===== src/inc/sad_map.svh =====
// Address map constants for the system address decoder with boot remap.
// Assumes 32-bit byte addresses and a single system bus clock.
//
// Notes on behaviour
// - Sixteen 256 MB banks chosen by the top four address bits.
// - Banks one to six go to external chip selects zero to five.
// - Bank seven goes to the DDR controller with its chip select.
// - Bank zero holds internal memories, second decode over 1 MB.
// - Bank fifteen forwards through the bridge to the peripheral bus.
// - Accesses to unassigned banks or regions get an error response.
// - Internal SRAM is 64 KB, four 16 KB blocks, one slave port.
// - SRAM at 0x00300000 before remap; also at zero for CPU master accesses after remap, in the 0/0/64 split only.
// - SRAM has a coupled-port path and a system bus path.
// - Wait-state bit adds one wait on instruction and data TCM accesses.
// - Coupled SRAM regions stay reachable from bus masters.
// - Split settings 0/0/64, 0/64/0, 32/32/0 at 1, 2, 3 MB.
// - ROM always at 0x00400000; at zero before remap if boot select set.
// - Bits 17 and 18 pick external bus and DDR drive strength.
// - System controller registers decode in 0xFFFFE800 to 0xFFFFFFFF.
// - User peripherals use 16 KB slots from 0xFFF78000 to 0xFFFCFFFF.
`ifndef SAD_MAP_SVH
`define SAD_MAP_SVH
`define SAD_BANK_INTERNAL 4'h0
`define SAD_BANK_EXT_FIRST 4'h1
`define SAD_BANK_EXT_LAST 4'h6
`define SAD_BANK_DDR 4'h7
`define SAD_BANK_PERIPH 4'hF
`define SAD_INT_REGION_MASK 32'h0FF00000
`define SAD_INSTR_CM_BASE 32'h00100000
`define SAD_DATA_CM_BASE 32'h00200000
`define SAD_SRAM_BASE 32'h00300000
`define SAD_ROM_BASE 32'h00400000
`define SAD_ZERO_BASE 32'h00000000
`define SAD_SRAM_OFS_W 16
`define SAD_HALF_SIZE 32'h00008000
`define SAD_FULL_SIZE 32'h00010000
`define SAD_MB_MASK 32'hFFF00000
`define SAD_ROM_SIZE 32'h00010000
`define SAD_SYSC_LO 32'hFFFFE800
`define SAD_USER_LO 32'hFFF78000
`define SAD_USER_HI 32'hFFFCFFFF
`define SAD_SLOT_SHIFT 14
`define SAD_EXT_DRIVE_BIT 17
`define SAD_DDR_DRIVE_BIT 18
`endif


===== src/inc/sad_pkg.sv =====
// Types shared by the system address decoder.
// Assumes the map header defines all numeric constants.
package sad_pkg;
   typedef enum logic [1:0] {
      SAD_SPLIT_GENERAL,
      SAD_SPLIT_DATA,
      SAD_SPLIT_HALVES,
      SAD_SPLIT_BAD
   } sad_split_t;
   typedef enum logic [3:0] {
      SAD_TGT_NONE,
      SAD_TGT_EXT,
      SAD_TGT_DDR,
      SAD_TGT_SRAM,
      SAD_TGT_ROM,
      SAD_TGT_SYSC,
      SAD_TGT_USER,
      SAD_TGT_ABORT
   } sad_target_t;
   // One address-phase request from a bus master.
   typedef struct packed {
      logic valid;
      logic [31:0] addr;
      logic cpu_master;
   } sad_req_t;
   // Slave selects derived from one request.
   typedef struct packed {
      sad_target_t target;
      logic [5:0] ext_sel;
      logic ddr_sel;
      logic [15:0] sram_offset;
      logic [15:0] rom_offset;
      logic [5:0] user_slot;
      logic abort;
   } sad_route_t;
endpackage


===== src/core/sad_decoder.sv =====
// First-level address decoder with boot remap and SRAM partitioning.
// Assumes masters present one address phase per cycle on clk; outputs are
// selects that the bus matrix uses in the same cycle.
`timescale 1ns/1ps
`include "sad_map.svh"
module sad_decoder (
   // Clock and reset.
   input wire logic clk,
   input wire logic rst,
   // Address phase from the bus side.
   input wire sad_pkg::sad_req_t req,
   // Coupled-memory access strobe from the processor side.
   input wire logic tcm_access,
   // Configuration and control.
   input wire logic boot_source_select,
   input wire logic remap_command,
   input wire sad_pkg::sad_split_t split_select,
   input wire logic tcm_wait_state_enable,
   input wire logic [31:0] chip_select_assign_reg,
   // Routing answer.
   output sad_pkg::sad_route_t route,
   output logic [5:0] ext_chip_select_n,
   output logic ddr_chip_select_n,
   output logic periph_bridge_sel,
   output logic error_response,
   // Coupled-memory answer and status.
   output logic tcm_wait,
   output logic remapped,
   output logic external_bus_drive_select,
   output logic ddr_drive_select
);
   import sad_pkg::*;

   logic boot_sync_a;
   logic boot_sync;
   logic remap_flag;
   logic tcm_wait_q;
   logic [31:0] a;
   logic [3:0] bank;
   logic [31:0] instr_cm_size;
   logic [31:0] data_cm_size;
   logic [31:0] gen_size;
   sad_route_t next_route;

   // True when addr lies in [base, base+size); a zero size never matches.
   function automatic logic in_window(input logic [31:0] addr,
         input logic [31:0] base, input logic [31:0] size);
      in_window = (size != 32'h0) && (addr >= base) &&
         ((addr - base) < size);
   endfunction

   // Boot select is a pin; two flops before anything reads it.
   always_ff @(posedge clk) begin
      boot_sync_a <= boot_source_select;
      boot_sync <= boot_sync_a;
   end

   always_ff @(posedge clk) begin
      if (rst) begin
         remap_flag <= 1'b0;
      end else if (remap_command) begin
         remap_flag <= 1'b1;
      end
   end

   always_comb begin
      instr_cm_size = 32'h0;
      data_cm_size = 32'h0;
      gen_size = 32'h0;
      case (split_select)
         SAD_SPLIT_GENERAL: gen_size = `SAD_FULL_SIZE;
         SAD_SPLIT_DATA: data_cm_size = `SAD_FULL_SIZE;
         SAD_SPLIT_HALVES: begin
            instr_cm_size = `SAD_HALF_SIZE;
            data_cm_size = `SAD_HALF_SIZE;
         end
         default: gen_size = 32'h0;
      endcase
   end

   assign a = req.addr;
   assign bank = a[31:28];

   always_comb begin
      next_route = '0;
      next_route.target = SAD_TGT_ABORT;
      if (!req.valid) begin
         next_route.target = SAD_TGT_NONE;
      end else if (bank >= `SAD_BANK_EXT_FIRST &&
            bank <= `SAD_BANK_EXT_LAST) begin
         next_route.target = SAD_TGT_EXT;
         next_route.ext_sel = 6'h01 << (bank - `SAD_BANK_EXT_FIRST);
      end else if (bank == `SAD_BANK_DDR) begin
         next_route.target = SAD_TGT_DDR;
         next_route.ddr_sel = 1'b1;
      end else if (bank == `SAD_BANK_INTERNAL) begin
         if (in_window(a, `SAD_ZERO_BASE, `SAD_ROM_SIZE) && !remap_flag &&
               boot_sync) begin
            next_route.target = SAD_TGT_ROM;
            next_route.rom_offset = a[15:0];
         end else if (in_window(a, `SAD_ZERO_BASE, gen_size) &&
               remap_flag && req.cpu_master) begin
            next_route.target = SAD_TGT_SRAM;
            next_route.sram_offset = a[15:0];
         end else if (in_window(a, `SAD_ROM_BASE, `SAD_ROM_SIZE)) begin
            next_route.target = SAD_TGT_ROM;
            next_route.rom_offset = a[15:0];
         // coupled regions reachable from the bus
         end else if (in_window(a, `SAD_INSTR_CM_BASE, instr_cm_size)) begin
            next_route.target = SAD_TGT_SRAM;
            next_route.sram_offset = a[15:0];
         end else if (in_window(a, `SAD_DATA_CM_BASE, data_cm_size)) begin
            next_route.target = SAD_TGT_SRAM;
            next_route.sram_offset = 16'(a[15:0] + instr_cm_size[15:0]);
         // general SRAM through one slave port
         end else if (in_window(a, `SAD_SRAM_BASE, gen_size)) begin
            next_route.target = SAD_TGT_SRAM;
            next_route.sram_offset = a[15:0];
         end
      end else if (bank == `SAD_BANK_PERIPH) begin
         if (a >= `SAD_SYSC_LO) begin
            next_route.target = SAD_TGT_SYSC;
         end else if (a >= `SAD_USER_LO && a <= `SAD_USER_HI) begin
            next_route.target = SAD_TGT_USER;
            next_route.user_slot = 6'((a - `SAD_USER_LO) >> `SAD_SLOT_SHIFT);
         end
      end
      next_route.abort = (next_route.target == SAD_TGT_ABORT);
   end

   assign route = next_route;
   assign ext_chip_select_n = ~next_route.ext_sel;
   assign ddr_chip_select_n = ~next_route.ddr_sel;
   assign periph_bridge_sel = (next_route.target == SAD_TGT_SYSC) ||
      (next_route.target == SAD_TGT_USER);
   assign error_response = next_route.abort;
   assign remapped = remap_flag;

   // one wait state per coupled access
   // processor-side path with its own wait control
   always_ff @(posedge clk) begin
      if (rst) begin
         tcm_wait_q <= 1'b0;
      end else begin
         tcm_wait_q <= tcm_access && tcm_wait_state_enable && !tcm_wait_q;
      end
   end
   assign tcm_wait = tcm_access && tcm_wait_state_enable && !tcm_wait_q;

   always_ff @(posedge clk) begin
      if (rst) begin
         external_bus_drive_select <= 1'b0;
         ddr_drive_select <= 1'b0;
      end else begin
         external_bus_drive_select <=
            chip_select_assign_reg[`SAD_EXT_DRIVE_BIT];
         ddr_drive_select <= chip_select_assign_reg[`SAD_DDR_DRIVE_BIT];
      end
   end

   // Assertions.
   a_ext_select: assert property (
      @(posedge clk) disable iff (rst)
      req.valid && bank == `SAD_BANK_EXT_FIRST |->
      ext_chip_select_n == 6'h3E)
      else $error("bank one did not select chip select zero");
   a_ddr_select: assert property (
      @(posedge clk) disable iff (rst)
      req.valid && bank == `SAD_BANK_DDR |->
      !ddr_chip_select_n && !error_response)
      else $error("bank seven did not select DDR");
   a_unused_abort: assert property (
      @(posedge clk) disable iff (rst)
      req.valid && bank > `SAD_BANK_DDR && bank < `SAD_BANK_PERIPH |->
      error_response)
      else $error("unused bank not aborted");
   a_periph_bridge: assert property (
      @(posedge clk) disable iff (rst)
      req.valid && a >= `SAD_SYSC_LO |-> periph_bridge_sel)
      else $error("system controller access not bridged");
   a_remap_sticky: assert property (
      @(posedge clk) disable iff (rst)
      remap_flag |=> remap_flag)
      else $error("remap flag dropped");
   a_remap_set: assert property (
      @(posedge clk) disable iff (rst)
      remap_command |=> remap_flag)
      else $error("remap command not taken");
   a_tcm_wait_one: assert property (
      @(posedge clk) disable iff (rst)
      tcm_access && tcm_wait_state_enable && !tcm_wait_q
      |=> tcm_wait_q)
      else $error("wait state not counted");
   a_no_wait_off: assert property (
      @(posedge clk) disable iff (rst)
      !tcm_wait_state_enable |-> !tcm_wait)
      else $error("wait inserted while disabled");
   a_rom_always: assert property (
      @(posedge clk) disable iff (rst)
      req.valid && a == `SAD_ROM_BASE |-> route.target == SAD_TGT_ROM)
      else $error("ROM not at its fixed base");
   a_drive_follow: assert property (
      @(posedge clk) disable iff (rst)
      1'b1 |=> external_bus_drive_select ==
      $past(chip_select_assign_reg[`SAD_EXT_DRIVE_BIT]))
      else $error("drive bit not followed");
   a_ddr_drive: assert property (
      @(posedge clk) disable iff (rst)
      1'b1 |=> ddr_drive_select ==
      $past(chip_select_assign_reg[`SAD_DDR_DRIVE_BIT]))
      else $error("DDR drive bit not followed");
   c_remap: cover property (@(posedge clk) remap_command && !remap_flag);
   c_abort: cover property (@(posedge clk) error_response);
   c_tcm: cover property (@(posedge clk) tcm_wait);
   c_user: cover property (@(posedge clk) route.target == SAD_TGT_USER);
endmodule


===== config.mk =====
export PLATFORM = sky130hd
export DESIGN_NAME = sad_decoder
export DESIGN_NICKNAME = d
export VERILOG_FILES = /design/src/inc/sad_pkg.sv /design/src/core/sad_decoder.sv
export VERILOG_INCLUDE_DIRS = /design/src /design/src/inc
export SDC_FILE = /design/constraint.sdc
export NUM_CORES = 1
export LEC_CHECK = 0
export ABC_AREA = 1
export BUFFER_PORTS_ARGS = -buffer_cell sky130_fd_sc_hd__buf_2
export CAP_MARGIN = 20
export CORE_MARGIN = 2
export CORE_UTILIZATION = 37
export CTS_CLUSTER_SIZE = 8
export DETAILED_ROUTE_END_ITERATION = 6
export PLACE_DENSITY = 0.79
export REMOVE_ABC_BUFFERS = 1
export SYNTH_ARGS = -nofsm -noshare
export SYNTH_HDL_FRONTEND = slang
export SYNTH_SLANG_ARGS = --single-unit

===== constraint.sdc =====
create_clock -name clk -period 2.1 [get_ports clk]
set_input_delay 0.42 -clock clk [delete_from_list [all_inputs] [get_ports clk]]
set_output_delay 0.42 -clock clk [all_outputs]
set_load 0.05 [all_outputs]

==> results of run 1 <==
[cell families after synthesis]
group,synth area share (%)
other,0.216
DFF,6.91
and+or+nand+nor,66.4
adders and majority gates,8.63
AOI/OAI and AO/OA,2.16
buffers and inverters,15.7
[stage by stage]
stage	cell area, um^2	util (%)	hold slack, ps	setup slack, ps	std cells
after floorplan	1690	-	310	-1520	360
after detailed placement	2760	62.0	328	-518	577
after global placement	2760	62.0	311	-483	577
after CTS	3750	84.4	295	-343	591
[timing repair]
item | in CTS
hold buffers | 0
cloned | 1
endpoints found under the setup margin | 51
buffers inserted | 10
endpoints found under the hold margin | 0
pin swaps | 44
gates resized for setup | 264
==> flow_summary.json, run 1 <==
{
  "synth_edf_count": 0,
  "dpl.hpwl_mm": 5.43,
  "yosys-top-cells-count": "nand2_1, nor2_1, inv_1",
  "die-height_um": 72.6,
  "synth_flop_cell": "dfxtp_1",
  "grt_max_degree": 16,
  "yosysUniqueCellTypes": 25,
  "status": "stopped before the end",
  "avgSynthCellArea_um2": 4.75,
  "worst_endpoint": "route[29]",
  "ys_seq_area_share_pct": 6.91,
  "failed_stage": "global routing",
  "synth_top_cell_by_area": "nand2_1",
  "cts.sinks": 6,
  "cts_made_buffers": 3,
  "start_util_pct": 39.1,
  "stop_error": "[ERROR DPL-0038] Utilization greater than 100%, impossible to legalize",
  "routabilityCongestion": 0.959,
  "syn_area_mm2": 0.00174,
  "synth_cells": 366,
  "yosys_warnings": 0,
  "htree_levels": 1,
  "ys_async_sr_fraction_pct": 0,
  "yosys.cell_count.top_type": "nand2_1",
  "port-buffer-count": 105,
  "cts-root-buf": "clkbuf_8",
  "max-clock-path-buffers": 2,
  "io_pins": 137,
  "num_rows": 24,
  "ys_top_cells_by_area": "nand2_1, nor2_1, inv_1",
  "ys_ff_latch": 6,
  "die_w_um": 72.6,
  "worstEpCategory": "primary output",
  "synth_top_area_share_pct": 24.4
}
==> run 2, diff against run 1 <==
--- a/config.mk
+++ b/config.mk
@@ -10,10 +10,9 @@
 export BUFFER_PORTS_ARGS = -buffer_cell sky130_fd_sc_hd__buf_2
 export CAP_MARGIN = 20
 export CORE_MARGIN = 2
-export CORE_UTILIZATION = 37
-export CTS_CLUSTER_SIZE = 8
+export CORE_UTILIZATION = 40
 export DETAILED_ROUTE_END_ITERATION = 6
-export PLACE_DENSITY = 0.79
+export PLACE_DENSITY_LB_ADDON = 0.15
 export REMOVE_ABC_BUFFERS = 1
 export SYNTH_ARGS = -nofsm -noshare
 export SYNTH_HDL_FRONTEND = slang
==> constraint.sdc (replaced) <==
create_clock -name clk -period 2.7 [get_ports clk]
set_input_delay 0.54 -clock clk [delete_from_list [all_inputs] [get_ports clk]]
set_output_delay 0.54 -clock clk [all_outputs]
set_load 0.05 [all_outputs]
==> flow_summary.json, run 2 <==
{
  "clk_latency_ps": 220,
  "yosys_warnings": 0,
  "n_antenna_cell": 0,
  "finalCritPeriodShare_pct": 101,
  "failed_checks": "setup timing",
  "p_leak_nw": 1.58,
  "setup_tns_ps": -62.7,
  "htree_levels": 1,
  "status": "finished with violations",
  "antenna_found_initial": 0,
  "fillers": 333,
  "port-buffer-count": 105,
  "skew_ps": 0.0192,
  "synth_cells": 366,
  "multi_input_area_mm2": 0.00165,
  "io_pins": 137,
  "reg2reg_depth": 1,
  "cts_made_buffers": 3,
  "clkSlewWorstSetupHoldPaths_ps": 30,
  "end_kind": "output pin",
  "ys_ff_latch": 6,
  "cp_max_fo": 6,
  "regArea_um2": 120,
  "die_w_um": 69.9,
  "place_inst": 543,
  "fp.dieArea_mm2": 0.00489,
  "yosys-top-cells-count": "nand2_1, nor2_1, inv_1",
  "crit_top_cell": "nand2_1",
  "post-route-min-period_ps": 2720,
  "cp.required_ps": 2160,
  "setup_violations": 6,
  "routabilityCongestion": 0.914,
  "drive_gt1_share_pct": 44.1,
  "worstReg2RegStart": "tcm_wait_q",
  "cts_tree": "done",
  "max-clock-path-buffers": 2,
  "antenna_left": 0,
  "synth_top_cell_by_area": "nand2_1",
  "worst-path-stages": 14,
  "cap_viol_max_count": 0,
  "synthToLayoutAreaGrowth_pct": 81.5,
  "ys_async_sr_fraction_pct": 0,
  "core_mm2": 0.00409,
  "viasPerCell": 4.91,
  "path_cells": "buf_4 -> buf_6 -> ha_2 -> nand2_1 -> nor2_1 -> nand3_1 -> nor2_1 -> nand2_1 -> nand2_1 -> buf_4 -> nor3_4 -> nand3_2 -> nor2_4 -> buf_8",
  "slowest_stage": "nor3_4",
  "drtIter0Drc": 109,
  "fin_cells": 551,
  "critPathCapture": "error_response",
  "synth_flop_cell": "dfxtp_1",
  "drt_pass1_iterations": 4,
  "ys_top_cells_by_area": "nand2_1, nor2_1, inv_1",
  "grt_usage_pct": 25.9,
  "drv_slew": 0,
  "drc": 0,
  "grt_max_degree": 16,
  "cp_slowest_stage_delay_ps": 240,
  "rr_endpoint": "tcm_wait_q",
  "layout_common_cells": "nand2_1, nor2_1, buf_2",
  "syn_area_mm2": 0.00174,
  "avgSynthCellArea_um2": 4.75,
  "grt_pass1_wl_mm": 10.9,
  "hold_path_class": "reg2reg",
  "yosys.cell_count.top_type": "nand2_1",
  "ff2ff_setup_slack_ps": 2060,
  "ys_seq_area_share_pct": 6.91,
  "hold_path.startpoint": "boot_sync_a",
  "fin_ws_ps": -19.1,
  "rsz0062_at_grt": "yes",
  "criticalPathCategory": "in2out",
  "num_rows": 23,
  "dr_total_vias": 2707,
  "vdd_drop_max_v": 0.000397,
  "arrival_ps": 2180,
  "yosysUniqueCellTypes": 25,
  "crit_buf_inv": 4,
  "power_density_mw_per_mm2": 178,
  "critical_path.top_delay_family": "simple AND/OR/NAND/NOR gates",
  "die-height_um": 69.9,
  "final_util_pct": 77.3,
  "cts-root-buf": "clkbuf_8",
  "pre_cts_slack_ps": -194,
  "dpl.hpwl_mm": 4.96,
  "synth_edf_count": 0,
  "cp-start-kind": "input port",
  "start_util_pct": 42.6,
  "grt-ovfl-total": 0,
  "synth_top_area_share_pct": 24.4,
  "wire_per_inst_um": 12.2,
  "layout_commonest_cell": "nand2_1",
  "startpoint": "req[23]",
  "routed_wl_mm": 6.72,
  "cts.sinks": 6,
  "finalHoldViolCount": 0,
  "max_freq_mhz": 368,
  "nets": 589,
  "grt_pass1_vias": 2535
}
run 2: area by class of cell:
type | instances | area share [%]
Sequential cell | 6 | 3.80
Multi-Input combinational cell | 294 | 52.2
Clock buffer | 3 | 1.31
Inverter | 60 | 7.77
Timing Repair Buffer | 138 | 32.9
Tap cell | 50 | 1.98
run 2: power by group:
part           internal, mW  switching (mW)
Combinational         0.122           0.210
Clock                0.0957          0.0373
Sequential           0.0940         0.00201
Total                 0.312           0.249
run 2: worst min path at each step:
stage / end / slack [ps] / cells past startpoint
after floorplan: boot_sync / 310 / 0
after detailed placement: boot_sync / 320 / 0
final: boot_sync / 320 / 0
after global placement: boot_sync / 310 / 0
after CTS: boot_sync / 320 / 0
after global routing: boot_sync / 330 / 0
run 2: kinds of logic after synthesis:
family                   Yosys count  share of synthesized area (%)
AND/OR/NAND/NOR                  274                           66.4
buffers and inverters             66                           15.7
adder cells (fa/ha/maj)           12                           8.63
AO/OA/AOI/OAI                      7                           2.16
flip-flops                         6                           6.91
other                              1                          0.216
run 2: routing by layer:
layer,GRT usage (%),wire (um)
met1,30.5,2640
met2,48.7,3590
met3,3.46,397
met4,6.41,96
met5,0,0
run 2: repair_timing:
item                                    4_1_cts  5_1_grt
hold buffers                                  0        0
cloned                                        0        0
buffers inserted                              3        2
endpoints found under the setup margin       20       43
resized for setup                           100       88
pin swaps                                    28       16
run 2: per-stage QoR:
stage / cell area (um^2) / power (mW) / hold WS [ps]
3_5_place_dp: 2500 / 0.366 / 317
5_1_grt: 3160 / 0.600 / 335
3_3_place_gp: 2500 / 0.363 / 311
6_report: 3160 / 0.561 / 322
4_1_cts: 2900 / 0.531 / 325
2_1_floorplan: 1690 / 0.249 / 310
No activity file was read; power rests on OpenSTA's default activity.
